===== src/include/nbp_pkg.sv =====
// Purpose: Shared constants for the nibble port pin logic.
// Assumes: APB with 32-bit data, one aligned word per register.
// Notes:   Pin sample vector layout is shared by the top and its checks.
package nbp_pkg;
  // ----------------------------------------------------------------
  // Register offsets
  // ----------------------------------------------------------------
  localparam logic [7:0] OFF_NIB_CTRL = 8'h00;
  localparam logic [7:0] OFF_C_DIR    = 8'h04;
  localparam logic [7:0] OFF_D_CTRL   = 8'h08;
  localparam logic [7:0] OFF_DATA_OUT = 8'h0c;
  localparam logic [7:0] OFF_PIN_IN   = 8'h10;
  localparam logic [7:0] OFF_EVENT    = 8'h14;
  // ----------------------------------------------------------------
  // Field positions
  // ----------------------------------------------------------------
  localparam int NIB_DIR_LSB = 0;
  localparam int NIB_PU_LSB  = 4;
  localparam int D_DIR_LSB   = 0;
  localparam int D_PU_LSB    = 4;
  localparam int D_ALT_LSB   = 8;
  localparam int ALT_SCK     = 0;
  localparam int ALT_SO      = 1;
  localparam int ALT_SI      = 2;
  localparam int ALT_TM1     = 3;
  localparam int EVT_REL     = 0;
  localparam int EVT_INT     = 1;
  // ----------------------------------------------------------------
  // Sampled pin vector: a, b, c, d, e, f, int, hv detectors, clk
  // ----------------------------------------------------------------
  localparam int SY_W    = 26;
  localparam int SY_A    = 0;
  localparam int SY_B    = 4;
  localparam int SY_C    = 8;
  localparam int SY_D    = 12;
  localparam int SY_E    = 16;
  localparam int SY_F    = 20;
  localparam int SY_INT  = 22;
  localparam int SY_HVR  = 23;
  localparam int SY_HVP  = 24;
  localparam int SY_PCLK = 25;
  // ----------------------------------------------------------------
  // Reset values
  // ----------------------------------------------------------------
  localparam logic [2:0]  RST_NIB  = 3'h0;
  localparam logic [3:0]  RST_BITS = 4'h0;
  localparam logic [19:0] RST_DOUT = 20'h00000;
  // ----------------------------------------------------------------
  // Program memory mode codes as {md3, md2, md1, md0}
  // ----------------------------------------------------------------
  localparam int          PROM_AW    = 12;
  localparam logic [3:0]  MD_CLEAR   = 4'h5;
  localparam logic [3:0]  MD_WRITE   = 4'he;
  localparam logic [3:0]  MD_VERIFY  = 4'hc;
  localparam logic [3:0]  MD_INH_MSK = 4'hd;
  localparam logic [3:0]  MD_INHIBIT = 4'hd;
  localparam logic [1:0]  CLK_PER_ADDR_M1 = 2'h3;
endpackage


===== src/include/nbp_prog_if.sv =====
// Purpose: Link between the pin logic and the program memory control.
// Assumes: Single clock, sys_clk.
// Notes:   The top drives the request side, the control the answer side.
`timescale 1ns/100ps
interface nbp_prog_if;
  logic        en;
  logic [3:0]  md;
  logic        clk_lvl;
  logic [7:0]  bus_in;
  logic [7:0]  bus_out;
  logic        bus_oe;
  logic [11:0] addr;
  logic [7:0]  wdata;
  logic        we;
  logic        re;
  modport top (output en, md, clk_lvl, bus_in,
               input bus_out, bus_oe, addr, wdata, we, re);
  modport ctl (input en, md, clk_lvl, bus_in,
               output bus_out, bus_oe, addr, wdata, we, re);
endinterface


===== src/hdl/nbp_prog_ctl.sv =====
// Purpose: Program memory write/verify control behind the port pins.
// Assumes: Inputs arrive already synchronised to sys_clk.
// Notes:   The address advances once per four address clock pulses.
`timescale 1ns/100ps
module nbp_prog_ctl
  import nbp_pkg::*;
(
  // Clock and reset
  input  wire logic  sys_clk,
  input  wire logic  arst_n,
  // Link to the pin logic
  nbp_prog_if.ctl    pif,
  // Program memory read data
  input  wire logic [7:0] prom_rdata
);
  typedef struct packed {
    logic         clk_prev;
    logic [1:0]   cnt;
    logic [11:0]  addr;
    logic [3:0]   md_prev;
    logic         we;
    logic         re;
    logic [7:0]   wdata;
    logic [7:0]   bus_out;
    logic         bus_oe;
  } nbp_ctl_type;

  nbp_ctl_type q, d;
  logic rise;

  always_comb begin
    d = q;
    rise = pif.clk_lvl & ~q.clk_prev;
    d.clk_prev = pif.clk_lvl;
    d.md_prev = pif.md;
    d.we = 1'b0;
    d.re = 1'b0;
    d.bus_oe = 1'b0;
    if (!pif.en) begin
      d.cnt = 2'h0;
      d.addr = '0;
    end else if (pif.md == MD_CLEAR) begin
      d.cnt = 2'h0;
      d.addr = '0;
    end else if (rise) begin
      d.cnt = q.cnt + 2'h1;
      if (q.cnt == CLK_PER_ADDR_M1) begin
        d.addr = q.addr + 12'h001;
      end
    end
    if (pif.en && pif.md == MD_WRITE) begin
      d.wdata = pif.bus_in;
      d.we = (q.md_prev != MD_WRITE);
    end
    if (pif.en && pif.md == MD_VERIFY) begin
      d.re = 1'b1;
      d.bus_oe = 1'b1;
      d.bus_out = prom_rdata;
    end
  end

  always_ff @(posedge sys_clk or negedge arst_n) begin
    if (!arst_n) begin
      q <= '0;
    end else begin
      q <= d;
    end
  end

  assign pif.addr = q.addr;
  assign pif.wdata = q.wdata;
  assign pif.we = q.we;
  assign pif.re = q.re;
  assign pif.bus_out = q.bus_out;
  assign pif.bus_oe = q.bus_oe;
endmodule // nbp_prog_ctl


===== src/hdl/nbp_port_top.sv =====
// Purpose: Pin logic of six ports with alternate and programming roles.
// Assumes: APB slave, no wait state; pads resolve out/oe/pull-ups.
// Notes:   Every pad output comes from a flip-flop; pins pass two flops.
// Function
// - The analog-shared port has direction chosen bit by bit.
// - Ports a, b and the open-drain nibble port set direction per nibble.
// - Those three ports have one pull-up enable for all four bits.
// - The multifunction open-drain port has direction chosen per bit.
// - The multifunction open-drain port has a pull-up enable per bit.
// - A 2-bit input-only port shares pins with release and reference.
// - Port d bits 3..0 carry timer out, serial in, serial out, clock.
// - Bit 0 of the 2-bit port also releases the device from standby.
// - The interrupt pin raises a request and also releases standby.
// - In programming mode four pins select the memory operation.
// - In programming mode eight pins form a two-way data bus.
// - High voltage on reset or release pin selects test or prog mode.
// - The address advances once every four address clock pulses.
//
// Our own choices: the placing of the registers and the APB register port.
`timescale 1ns/100ps
module nbp_port_top
  import nbp_pkg::*;
(
  // Clock and reset
  input  wire logic        sys_clk,
  input  wire logic        arst_n,
  // APB slave
  input  wire logic        psel,
  input  wire logic        penable,
  input  wire logic        pwrite,
  input  wire logic [7:0]  paddr,
  input  wire logic [31:0] pwdata,
  output logic      [31:0] prdata,
  output logic             pready,
  output logic             pslverr,
  // Nibble ports a and b, push-pull
  input  wire logic [3:0]  nibble_port_a_in,
  output logic      [3:0]  nibble_port_a_out,
  output logic      [3:0]  nibble_port_a_oe,
  output logic             nibble_port_a_pu,
  input  wire logic [3:0]  nibble_port_b_in,
  output logic      [3:0]  nibble_port_b_out,
  output logic      [3:0]  nibble_port_b_oe,
  output logic             nibble_port_b_pu,
  // Analog-shared port, push-pull
  input  wire logic [3:0]  analog_shared_port_in,
  output logic      [3:0]  analog_shared_port_out,
  output logic      [3:0]  analog_shared_port_oe,
  // Multifunction open-drain port
  input  wire logic [3:0]  multifunction_od_port_in,
  output logic      [3:0]  multifunction_od_port_out,
  output logic      [3:0]  multifunction_od_port_oe,
  output logic      [3:0]  multifunction_od_port_pu,
  // Open-drain nibble port
  input  wire logic [3:0]  open_drain_nibble_port_in,
  output logic      [3:0]  open_drain_nibble_port_out,
  output logic      [3:0]  open_drain_nibble_port_oe,
  output logic             open_drain_nibble_port_pu,
  // Input-only pins and detectors
  input  wire logic [1:0]  two_bit_input_port_in,
  input  wire logic        ext_int_in,
  input  wire logic        hv_on_reset_pin,
  input  wire logic        hv_on_release_pin,
  input  wire logic        prog_addr_clk_in,
  // Core side
  input  wire logic        timer1_carry_out,
  input  wire logic        serial_data_out,
  input  wire logic        serial_clk_out,
  input  wire logic        serial_clk_oe,
  output logic             serial_data_in,
  output logic             serial_clk_in,
  output logic             standby_release,
  output logic             ext_int_req,
  output logic             test_mode,
  output logic             prog_mode,
  // Program memory
  input  wire logic [7:0]  prom_rdata,
  output logic      [11:0] prom_addr,
  output logic      [7:0]  prom_wdata,
  output logic             prom_we,
  output logic             prom_re
);
  // ----------------------------------------------------------------
  // State
  // ----------------------------------------------------------------
  typedef struct packed {
    logic [SY_W-1:0] s1;
    logic [SY_W-1:0] s2;
    logic [2:0]      nib_dir;
    logic [2:0]      nib_pu;
    logic [3:0]      c_dir;
    logic [3:0]      d_dir;
    logic [3:0]      d_pu;
    logic [3:0]      d_alt;
    logic [19:0]     dout;
    logic [1:0]      evt;
    logic            int_prev;
    logic            int_req;
    logic            rel;
    logic            pready;
    logic            pslverr;
    logic [31:0]     prdata;
    logic [3:0]      a_out, a_oe, b_out, b_oe, c_out, c_oe;
    logic [3:0]      d_oe, d_pu_o, e_oe, od_low;
    logic            a_pu, b_pu, e_pu;
    logic            si, sck;
  } nbp_top_type;

  nbp_top_type q, d;
  nbp_prog_if  pif ();

  function automatic logic hit(input logic [7:0] a, input logic [7:0] o);
    hit = (a == o);
  endfunction

  logic        wr, pm, rel_now;
  logic [3:0]  d_drv;
  logic [1:0]  evt_clr;

  // ----------------------------------------------------------------
  // Next state
  // ----------------------------------------------------------------
  always_comb begin
    d = q;
    d.s1 = {prog_addr_clk_in, hv_on_release_pin, hv_on_reset_pin,
            ext_int_in, two_bit_input_port_in, open_drain_nibble_port_in,
            multifunction_od_port_in, analog_shared_port_in,
            nibble_port_b_in, nibble_port_a_in};
    d.s2 = q.s1;
    pm = q.s2[SY_HVP];
    wr = psel & penable & q.pready & pwrite;
    evt_clr = 2'h0;
    // Register writes.
    if (wr && hit(paddr, OFF_NIB_CTRL)) begin
      d.nib_dir = pwdata[NIB_DIR_LSB +: 3];
      d.nib_pu = pwdata[NIB_PU_LSB +: 3];
    end
    if (wr && hit(paddr, OFF_C_DIR)) begin
      d.c_dir = pwdata[3:0];
    end
    if (wr && hit(paddr, OFF_D_CTRL)) begin
      d.d_dir = pwdata[D_DIR_LSB +: 4];
      d.d_pu = pwdata[D_PU_LSB +: 4];
      d.d_alt = pwdata[D_ALT_LSB +: 4];
    end
    if (wr && hit(paddr, OFF_DATA_OUT)) begin
      d.dout = pwdata[19:0];
    end
    if (wr && hit(paddr, OFF_EVENT)) begin
      evt_clr = pwdata[1:0];
    end
    // Standby release and interrupt request from the sampled pins.
    rel_now = ~pm & (q.s2[SY_F] | q.s2[SY_INT]);
    d.rel = rel_now;
    d.int_prev = q.s2[SY_INT];
    d.int_req = ~pm & q.s2[SY_INT] & ~q.int_prev;
    // A new event beats a clear in the same cycle.
    d.evt[EVT_REL] = (q.evt[EVT_REL] & ~evt_clr[EVT_REL])
                     | (rel_now & ~q.rel);
    d.evt[EVT_INT] = (q.evt[EVT_INT] & ~evt_clr[EVT_INT]) | d.int_req;
    // APB answer, prepared in the setup cycle.
    d.pready = psel & ~penable;
    d.pslverr = 1'b0;
    d.prdata = 32'h00000000;
    if (psel && !penable) begin
      unique case (1'b1)
        hit(paddr, OFF_NIB_CTRL):
          d.prdata = {25'h0, q.nib_pu, 1'b0, q.nib_dir};
        hit(paddr, OFF_C_DIR):    d.prdata = {28'h0, q.c_dir};
        hit(paddr, OFF_D_CTRL):
          d.prdata = {20'h0, q.d_alt, q.d_pu, q.d_dir};
        hit(paddr, OFF_DATA_OUT): d.prdata = {12'h0, q.dout};
        hit(paddr, OFF_PIN_IN):
          d.prdata = {7'h0, q.s2[SY_HVP:SY_A]};
        hit(paddr, OFF_EVENT):    d.prdata = {30'h0, q.evt};
        default:                  d.pslverr = 1'b1;
      endcase
    end
    // Port d: open drain, alternates override the port latch.
    d_drv = q.d_dir & ~q.dout[15:12];
    if (q.d_alt[ALT_TM1]) begin
      d_drv[3] = ~timer1_carry_out;
    end
    if (q.d_alt[ALT_SI]) begin
      d_drv[2] = 1'b0;
    end
    if (q.d_alt[ALT_SO]) begin
      d_drv[1] = ~serial_data_out;
    end
    if (q.d_alt[ALT_SCK]) begin
      d_drv[0] = serial_clk_oe & ~serial_clk_out;
    end
    d.si = q.d_alt[ALT_SI] & q.s2[SY_D + 2];
    d.sck = q.d_alt[ALT_SCK] & q.s2[SY_D];
    d.od_low = 4'h0;
    // Pad drive in normal mode.
    d.a_out = q.dout[3:0];
    d.b_out = q.dout[7:4];
    d.c_out = q.dout[11:8];
    d.a_oe = {4{q.nib_dir[0]}};
    d.b_oe = {4{q.nib_dir[1]}};
    d.e_oe = {4{q.nib_dir[2]}} & ~q.dout[19:16];
    d.c_oe = q.c_dir;
    d.d_oe = d_drv;
    d.a_pu = q.nib_pu[0];
    d.b_pu = q.nib_pu[1];
    d.e_pu = q.nib_pu[2];
    d.d_pu_o = q.d_pu;
    // Programming mode takes the pins over.
    if (pm) begin
      d.a_out = pif.bus_out[3:0];
      d.b_out = pif.bus_out[7:4];
      d.a_oe = {4{pif.bus_oe}};
      d.b_oe = {4{pif.bus_oe}};
      d.c_oe = 4'h0;
      d.d_oe = 4'h0;
      d.e_oe = 4'h0;
      d.a_pu = 1'b0;
      d.b_pu = 1'b0;
      d.e_pu = 1'b0;
      d.d_pu_o = 4'h0;
    end
  end

  // ----------------------------------------------------------------
  // Registers
  // ----------------------------------------------------------------
  always_ff @(posedge sys_clk or negedge arst_n) begin
    if (!arst_n) begin
      q <= '0;
      q.nib_dir <= RST_NIB;
      q.c_dir <= RST_BITS;
      q.d_dir <= RST_BITS;
      q.d_alt <= RST_BITS;
      q.dout <= RST_DOUT;
    end else begin
      q <= d;
    end
  end

  // ----------------------------------------------------------------
  // Programming control
  // ----------------------------------------------------------------
  assign pif.en = q.s2[SY_HVP];
  assign pif.md = q.s2[SY_C +: 4];
  assign pif.clk_lvl = q.s2[SY_PCLK];
  assign pif.bus_in = {q.s2[SY_B +: 4], q.s2[SY_A +: 4]};

  nbp_prog_ctl u_prog (
    .sys_clk    (sys_clk),
    .arst_n     (arst_n),
    .pif        (pif),
    .prom_rdata (prom_rdata)
  );

  // ----------------------------------------------------------------
  // Outputs
  // ----------------------------------------------------------------
  assign prdata = q.prdata;
  assign pready = q.pready;
  assign pslverr = q.pslverr;
  assign nibble_port_a_out = q.a_out;
  assign nibble_port_a_oe = q.a_oe;
  assign nibble_port_a_pu = q.a_pu;
  assign nibble_port_b_out = q.b_out;
  assign nibble_port_b_oe = q.b_oe;
  assign nibble_port_b_pu = q.b_pu;
  assign analog_shared_port_out = q.c_out;
  assign analog_shared_port_oe = q.c_oe;
  assign multifunction_od_port_out = q.od_low;
  assign multifunction_od_port_oe = q.d_oe;
  assign multifunction_od_port_pu = q.d_pu_o;
  assign open_drain_nibble_port_out = q.od_low;
  assign open_drain_nibble_port_oe = q.e_oe;
  assign open_drain_nibble_port_pu = q.e_pu;
  assign serial_data_in = q.si;
  assign serial_clk_in = q.sck;
  assign standby_release = q.rel;
  assign ext_int_req = q.int_req;
  assign test_mode = q.s2[SY_HVR];
  assign prog_mode = q.s2[SY_HVP];
  assign prom_addr = pif.addr;
  assign prom_wdata = pif.wdata;
  assign prom_we = pif.we;
  assign prom_re = pif.re;
endmodule // nbp_port_top


===== config.mk =====
export PLATFORM = sky130hd
export DESIGN_NAME = nbp_port_top
export DESIGN_NICKNAME = d
export VERILOG_FILES = /design/src/include/nbp_pkg.sv /design/src/include/nbp_prog_if.sv /design/src/hdl/nbp_prog_ctl.sv /design/src/hdl/nbp_port_top.sv
export SDC_FILE = /design/constraint.sdc
export NUM_CORES = 1
export LEC_CHECK = 0
export BUFFER_PORTS_ARGS = -buffer_cell sky130_fd_sc_hd__buf_2
export CAP_MARGIN = 20
export CORE_UTILIZATION = 50
export CTS_BUF_LIST = sky130_fd_sc_hd__clkbuf_4 sky130_fd_sc_hd__clkbuf_8
export CTS_CLUSTER_DIAMETER = 100
export DETAILED_ROUTE_END_ITERATION = 8
export PLACE_DENSITY = 0.77
export SETUP_SLACK_MARGIN = 0.5
export SKIP_CTS_REPAIR_TIMING = 1
export SLEW_MARGIN = 25
export SYNTH_ARGS = -nofsm -noshare
export SYNTH_HDL_FRONTEND = slang
export SYNTH_SLANG_ARGS = --single-unit

===== constraint.sdc =====
create_clock -name sys_clk -period 2 [get_ports sys_clk]
set_clock_uncertainty 0.2 [all_clocks]
set_input_delay 0.1 -clock sys_clk [delete_from_list [all_inputs] [get_ports sys_clk]]
set_output_delay 0.1 -clock sys_clk [all_outputs]
set_load 0.005 [all_outputs]

==> results.cfg, run 1 <==
[floorplanning]
core_sq_um = 15260
die_area_sq_um = 16190
die_h_um = 127.3
initial_core_util_pct = 51.41
fp-row-count = 45
ios = 192
die_x_um = 127.3

[final_layout]
fin_nets = 857
instances_no_fill = 996
finish.instance_area_sq_um = 9980
syn_to_final_growth_pct = 27.23
antenna_cells = 0
nFillCells = 1147
drive_above_1_share_pct = 45.61

[hold_path]
hp-start = paddr[6]
hold_path_end = prdata[0]
whs_path_depth = 3
min_path_type = in -> reg

[detailed_routing]
drt_iter0_markers = 264
antenna_left = 0
drt_first_pass_iters = 4
drc = 0
viasPerCell = 4.902
routedWlPerCell_um = 17.20
routed_wl_mm = 17.13
vias = 4882

[setup_path]
crit_cells = 4
timing.rr.start = pready
cp_data_arrival_time_ns = 1.98
worst-path-buf-inv = 1
cp_slowest_cell = or4b_4
reg2reg_slack_ns = 0.17
r2r_cells = 4
cpPeakStageDelay_ns = 0.55
crit_family = simple AND/OR/NAND/NOR gates
crit_path_max_fanout = 6
r2r_end = q[123]
path_cells = nand4_1 -> or4b_4 -> buf_6 -> mux2_4
critPathLaunchType = flop
setup.worst_path.class = reg -> reg
worstPathRequired_ns = 2.15
endpoint_kind = flop

[synth]
synth_most_common_cell = dfrtp_1
synth_seq_cells = 198
postSynthAreaPerCell_sq_um = 13.59
synth_area_sq_um = 7844
synth_common_cells = dfrtp_1 (198), buf_4 (97), mux2_2 (65)
synthArstFlopShare_pct = 100.0
syn-instance-count = 577
synth_edf_count = 0
netlist-cell-type-count = 50
ys_warn_count = 0
synth_top_area_share_pct = 63.17
ys_seq_area_share_pct = 63.17
yosysTopAreaCell = dfrtp_1
synth.area.top_cells = dfrtp_1 (63%), mux2_2 (9.3%), buf_4 (9.3%), nor2_1 (2.3%), a22oi_1 (1.6%)
synth_top_flop_cell = dfrtp_1

[grt]
grt_max_degree = 62
gr-usage-all-layers_pct = 20.65
grt_pass1_vias = 4730
antenna_found_initial = 0
overflow = 0
grt_pass1_wl_mm = 24.91

[pwr]
vdd_ir_drop_max_mv = 0.3925
power.leakage_nw = 5.052
p_per_area_nw_per_um2 = 745.9

[clocking]
cts-root-buf = clkbuf_8
cts.sinks = 198
cts_inserted_buffers = 17
clk_latency_ns = 0.46
cts_max_level = 4
tritoncts = built
clkTransAtPathRegs_ns = 0.09
clk_path_buf_depth = 2

[timing]
timing.fmax_ghz = 0.5465
slew-limit-headroom_pct = 66.95
finalMaxSlewViolations = 0
period_needed_ns = 1.830
period_share_pct = 91.49
setup_viol = 0
hold_slack_ns = -0.2513
finalHoldViolations = 52
setup_tns_ns = 0
tightest_slew_ns = 0.4905
rsz0062_at_grt = true

[placed_design]
gp_congestion = 0.8293
place_area_sq_um = 8564
hpwlAfterDp_mm = 11.31
port_buffers = 164
place_inst = 880

[flow_run]
drv_cap = 0

[outcome]
violations = negative hold slack
status = finished, violations left
## power breakdown
| part | leakage [nW] | switching [mW] | internal [mW] | total, mW |
|---|---|---|---|---|
| logic | 2.28 | 0.275 | 0.366 | 0.641 |
| registers | 2.58 | 0.0879 | 4.17 | 4.26 |
| clock network | 0.192 | 1.39 | 1.16 | 2.55 |
## per-layer routing
metal / wire length, um / GRT usage [%] / vias to the layer above
li1: - / - / 2229
met1: 7361 / 27.53 / 2474
met2: 8715 / 33.52 / 155
met3: 740 / 4.229 / 24
met4: 312 / 7.983 / 0
met5: 0 / 0 / -
## worst max path at each step
stage                  from                   to
2_1_floorplan      paddr[1]               q[106]
3_3_place_gp       paddr[1]               q[114]
3_5_place_dp       paddr[1]               q[112]
4_1_cts              pready               q[102]
5_1_grt        u_prog.q[36]  u_prog.pif.addr[11]
6_report             pready               q[123]
## tightest hold or removal path: stages
cell,delay [ns]
buf_2,0.09
or4b_4,0.14
nor2_1,0.04
## sequential cells by signal, summed over array words and instances (netlist names), 7 cells and up
name                cells
q                      51
d                      31
prdata                 25
u_prog.pif.addr        12
pif.bus_in              8
u_prog.pif.bus_out      8
u_prog.pif.wdata        8
u_prog.q                7
## metrics by stage
stage               utilization, %  worst slack [ns]  power [mW]
floorplan                        -          -0.08872       4.643
global placement             56.13          -0.06905       4.827
detailed placement           56.13           -0.1061       4.855
CTS                          58.72            0.1254       7.397
global route                 65.40            0.1064       7.760
finish                       65.40            0.1703       7.444
## placed cells by master, fill, tap and decap left out, types with 16 or more instances in the layout
cell type      synthesis  final
dfrtp_1              198    193
buf_2                  2    163
dlygate4sd3_1          0     62
mux2_2                65     50
nor2_1                48     47
buf_4                 97     25
mux2_4                 6     21
clkbuf_8               0     18
a22oi_1               17     17
nor2b_1               16     16
buf_6                  2     16
## kinds of logic after synthesis
family,Yosys count,synth area share (%)
simple gates,129,9.555
mux,82,12.20
flops,198,63.17
fa+ha+maj,2,0.3190
compound gates,36,3.031
other cells,1,0.04781
buf+inv,119,10.56
xor+xnor,10,1.117
## layout make-up
class	instances	area [sq um]	area share, %
timing repair buffer	276	2008	20.12
clock inverter	13	146.4	1.467
inverter	5	18.77	0.1881
sequential	198	4961	49.71
multi-input combinational	274	2332	23.37
tap	211	264.0	2.645
clock buffer	19	249.0	2.495
No activity file was read; power rests on OpenSTA's default activity.
==> run 2: changes to the inputs <==
--- a/config.mk
+++ b/config.mk
@@ -7,11 +7,14 @@
 export LEC_CHECK = 0
 export BUFFER_PORTS_ARGS = -buffer_cell sky130_fd_sc_hd__buf_2
 export CAP_MARGIN = 20
-export CORE_UTILIZATION = 50
+export CELL_PAD_IN_SITES_DETAIL_PLACEMENT = 1
+export CELL_PAD_IN_SITES_GLOBAL_PLACEMENT = 2
+export CORE_MARGIN = 5
+export CORE_UTILIZATION = 37
 export CTS_BUF_LIST = sky130_fd_sc_hd__clkbuf_4 sky130_fd_sc_hd__clkbuf_8
 export CTS_CLUSTER_DIAMETER = 100
 export DETAILED_ROUTE_END_ITERATION = 8
-export PLACE_DENSITY = 0.77
+export PLACE_DENSITY = 0.84
 export SETUP_SLACK_MARGIN = 0.5
 export SKIP_CTS_REPAIR_TIMING = 1
 export SLEW_MARGIN = 25
==> run 2 against run 1 <==
  * The run still ends with negative hold slack left
  * Sequential share of layout area fell by 0.27 points
  * Setup slack got worse by 0.029 ns
  * Utilization fell by 18 points
  * Cell count rose by 6.0%
  * Via count rose by 0.33%
  * Total power rose by 2.4%
  * Sequential cell count did not move
  * Critical path type unchanged
  * Highest routed layer unchanged
==> results.cfg, run 2 (synthesis gave the netlist of run 1 again) <==
[placed_design]
hpwlAfterDp_mm = 14.23
port_buffers = 164
place_inst = 942
place_area_sq_um = 8617
gp_congestion = 0.7535

[clocking]
clk_latency_ns = 0.46
cts_inserted_buffers = 17
tritoncts = built
clk_path_buf_depth = 2
cts.sinks = 198
cts-root-buf = clkbuf_8
clkTransAtPathRegs_ns = 0.10
cts_max_level = 4

[detailed_routing]
drt_first_pass_iters = 4
routedWlPerCell_um = 19.46
vias = 4898
antenna_left = 0
routed_wl_mm = 20.56
drt_iter0_markers = 199
drc = 0
viasPerCell = 4.638

[final_layout]
finish.instance_area_sq_um = 10030
seq_area_sq_um = 4961
nFillCells = 2171
regMostFlops = q
multiInputGateArea_sq_um = 2330
largest_reg_flops = 51
final_cell_mix = dfrtp_1 (193), buf_2 (162), dlygate4sd3_1 (62)
drive_above_1_share_pct = 44.87
final_common_cell = dfrtp_1
syn_to_final_growth_pct = 27.92
fin_nets = 853
instances_no_fill = 1056

[pwr]
power.leakage_nw = 5.056
vdd_ir_drop_max_mv = 0.3210
p_per_area_nw_per_um2 = 759.8

[setup_path]
endpoint_kind = flop
setup.worst_path.class = reg -> reg
worstPathRequired_ns = 2.15
crit_path_max_fanout = 6
critPathLaunchType = flop
cp_data_arrival_time_ns = 2.01

[floorplanning]
core_sq_um = 20960
fp-row-count = 53
ios = 192
initial_core_util_pct = 37.43
die_x_um = 155.6
die_h_um = 155.6
die_area_sq_um = 24210

[timing]
period_needed_ns = 1.859
tightest_slew_ns = 0.5555
finalHoldViolations = 37
rsz0062_at_grt = true
setup_viol = 0
period_share_pct = 92.94
finalMaxSlewViolations = 0
hold_slack_ns = -0.2518
slew-limit-headroom_pct = 62.58
timing.fmax_ghz = 0.5380
setup_tns_ns = 0

[outcome]
violations = negative hold slack
status = finished, violations left

[hold_path]
min_path_type = in -> reg

[grt]
grt_max_degree = 70
gr-usage-all-layers_pct = 16.13
grt_pass1_wl_mm = 29.80
grt_pass1_vias = 5179
overflow = 0
antenna_found_initial = 1

[flow_run]
drv_cap = 0
[run 2: changes by cell type in the layout (fill, tap and decap cells not counted), sizes merged]
cell	previous run	this run
clkinvlp	4	2
clkbuf	22	20
buf	211	208
diode	0	1
clkinv	2	3
bufinv	2	3
[run 2: stage by stage]
step           hold slack (ns)  setup WS [ns]  total power [mW]  util, %
3_5_place_dp          -0.09404        -0.1286             4.871    41.12
3_3_place_gp           -0.1070       -0.07755             4.838    41.12
6_report               -0.2518         0.1413             7.623    47.88
2_1_floorplan          -0.3956       -0.08872             4.643        -
4_1_cts                -0.6221        0.02159             7.612    43.12
5_1_grt                -0.2921         0.1123             7.979    47.88
[run 2: critical path, cell delays in order, from the launching register on]
cell	delay (ns)
dfrtp_1	0.38
nand4_1	0.16
or4b_4	0.55
buf_6	0.16
mux2_4	0.30
[run 2: path summary, 6_finish.rpt]
kind,start,endpoint,slack [ns],depth (start not counted)
worst max-delay path,pready,q[121],0.14,4
worst min-delay path,paddr[6],prdata[1],-0.25,3
worst max register to register,pready,q[121],0.14,4
worst min register to register,d[133],pif.bus_in[7],0.16,0
max in group asynchronous,arst_n,d[126],0.87,3
min in group asynchronous,arst_n,nibble_port_b_out[1],-0.04,2
[run 2: layout make-up]
| class | count | share of cell area (%) |
|---|---|---|
| Timing Repair Buffer | 272 | 19.53 |
| Tap cell | 275 | 3.429 |
| Sequential cell | 198 | 49.44 |
| Antenna cell | 1 | 0.02494 |
| Inverter | 5 | 0.1871 |
| Multi-Input combinational cell | 274 | 23.22 |
| Clock inverter | 13 | 1.696 |
| Clock buffer | 18 | 2.469 |
[run 2: per-layer routing]
metal  part of all wire [%]  routed length (um)  global-route usage [%]  vias to the layer above
met5                      0                   0                       0                        -
met4                    1.0                 214                   4.710                        0
met3                    4.8                 978                   3.578                       14
met2                     53               10980                   27.98                      116
met1                     41                8382                   20.36                     2543
li1                       -                   -                       -                     2225
[run 2: power breakdown]
group	leakage (nW)	switching (mW)	internal, mW
clock	0.208	1.42	1.29
sequential	2.58	0.0914	4.17
combinational	2.27	0.287	0.367
total	5.06	1.80	5.82
==> run 3: changes to the inputs <==
--- a/config.mk
+++ b/config.mk
@@ -5,15 +5,16 @@
 export SDC_FILE = /design/constraint.sdc
 export NUM_CORES = 1
 export LEC_CHECK = 0
-export BUFFER_PORTS_ARGS = -buffer_cell sky130_fd_sc_hd__buf_2
 export CAP_MARGIN = 20
 export CELL_PAD_IN_SITES_DETAIL_PLACEMENT = 1
 export CELL_PAD_IN_SITES_GLOBAL_PLACEMENT = 2
 export CORE_MARGIN = 5
-export CORE_UTILIZATION = 37
+export CORE_UTILIZATION = 44
 export CTS_BUF_LIST = sky130_fd_sc_hd__clkbuf_4 sky130_fd_sc_hd__clkbuf_8
 export CTS_CLUSTER_DIAMETER = 100
 export DETAILED_ROUTE_END_ITERATION = 8
+export DONT_BUFFER_PORTS = 1
+export MAX_ROUTING_LAYER = met4
 export PLACE_DENSITY = 0.84
 export SETUP_SLACK_MARGIN = 0.5
 export SKIP_CTS_REPAIR_TIMING = 1
==> run 3 against run 2 <==
  * The run still ends with negative hold slack left
  * Via count shrank 9.5%
  * Count of clock-buffer cells in the layout up 5
  * Sequential share of layout area grew 4.1 points
==> results.cfg, run 3 (synthesis gave the netlist of run 1 again) <==
[detailed_routing]
routedWlPerCell_um = 23.03
drt_first_pass_iters = 4
vias = 4435
antenna_left = 0
viasPerCell = 5.139
drc = 0
drt_iter0_markers = 230
routed_wl_mm = 19.87

[clocking]
cts_max_level = 4
cts-root-buf = clkbuf_8
clkTransAtPathRegs_ns = 0.10
clk_path_buf_depth = 2
cts_inserted_buffers = 17
tritoncts = built
cts.sinks = 198
clk_latency_ns = 0.47

[timing]
period_needed_ns = 1.865
period_share_pct = 93.24
tightest_slew_ns = 0.5825
setup_tns_ns = 0
slew-limit-headroom_pct = 60.76
setup_viol = 0
timing.fmax_ghz = 0.5363
finalHoldViolations = 253
finalMaxSlewViolations = 0
hold_slack_ns = -0.8762
rsz0062_at_grt = true

[grt]
grt_max_degree = 199
gr-usage-all-layers_pct = 17.69
overflow = 0
antenna_found_initial = 0
grt_pass1_wl_mm = 26.25
grt_pass1_vias = 4475

[pwr]
p_per_area_nw_per_um2 = 772.1
vdd_ir_drop_max_mv = 0.4744
power.leakage_nw = 4.316
p_total_mw = 7.154

[placed_design]
gp_congestion = 0.7918
hpwlAfterDp_mm = 12.14
port_buffers = 0

[floorplanning]
ios = 192
fp-row-count = 48
die_h_um = 143.5
initial_core_util_pct = 45.04
die_area_sq_um = 20600
core_sq_um = 17420
die_x_um = 143.5

[final_layout]
final_common_cell = dfrtp_1
largest_reg_flops = 51
antenna_cells = 0
syn_to_final_growth_pct = 18.12
fin_nets = 711
final_cell_mix = dfrtp_1 (195), dlygate4sd3_1 (92), mux2_2 (50)
nFillCells = 1723
finish.utilization_pct = 53.20
drive_above_1_share_pct = 27.27
regMostFlops = q

[setup_path]
timing.rr.start = pready
r2r_end = q[120]
setup.worst_path.class = reg -> reg
crit_path_max_fanout = 6
cpPeakStageDelay_ns = 0.52
reg2reg_slack_ns = 0.14
endpoint_kind = flop
crit_family = simple AND/OR/NAND/NOR gates
cp_data_arrival_time_ns = 2.02
cp_slowest_cell = or4b_4
worst-path-buf-inv = 1
r2r_cells = 4
worstPathRequired_ns = 2.16
critPathLaunchType = flop
path_cells = nand4_1 -> or4b_4 -> buf_6 -> mux2_4

[hold_path]
min_path_type = in -> async

[outcome]
status = finished, violations left
violations = negative hold slack

[flow_run]
drv_cap = 0
run 3: where the power goes:
group / total [mW] / switching (mW) / internal (mW)
Sequential: 4.28 / 0.108 / 4.17
Combinational: 0.445 / 0.152 / 0.293
Clock: 2.43 / 1.35 / 1.08
Total: 7.15 / 1.61 / 5.54
run 3: worst max-delay path by stage:
stage                  startpoint  slack, ns                   to  cells after the start
2_1_floorplan            paddr[1]      -0.09               q[106]                      6
3_3_place_gp             paddr[1]     -0.001               q[115]                      5
3_5_place_dp             paddr[1]      -0.04               q[110]                      5
4_1_cts                    pready      0.005                q[96]                      6
5_1_grt        u_prog.pif.addr[3]        0.1  u_prog.pif.addr[11]                      4
6_report                   pready       0.14               q[120]                      4
run 3: final cells by class:
cell class	instances	area (sq um)	share of cell area, %
well taps	225	281.5	3.038
multi-input cells	274	2307	24.90
inverters	5	18.77	0.2026
clock inverters	8	77.57	0.8373
repair buffers	130	1336	14.42
flip-flops and latches	198	4959	53.52
clock buffers	23	285.3	3.079
run 3: per-stage QoR:
stage	hold WS [ns]	setup WS [ns]	area, sq um	cells
after floorplan	-0.3956	-0.08872	8025	591
after global placement	-0.3904	-0.001130	7685	721
after detailed placement	-0.3898	-0.03759	7685	721
after CTS	-0.9012	0.004792	8048	752
after global routing	-0.9228	0.09598	9265	863
final	-0.8762	0.1352	9265	863
run 3: routing by layer:
metal  track usage (%)  up-vias  routed length, um
met5                 -        -                  0
met4             4.807        0                221
met3             5.857       19               1119
met2             29.36      132              10520
met1             20.77     2354               8014
li1                  -     1930                  -
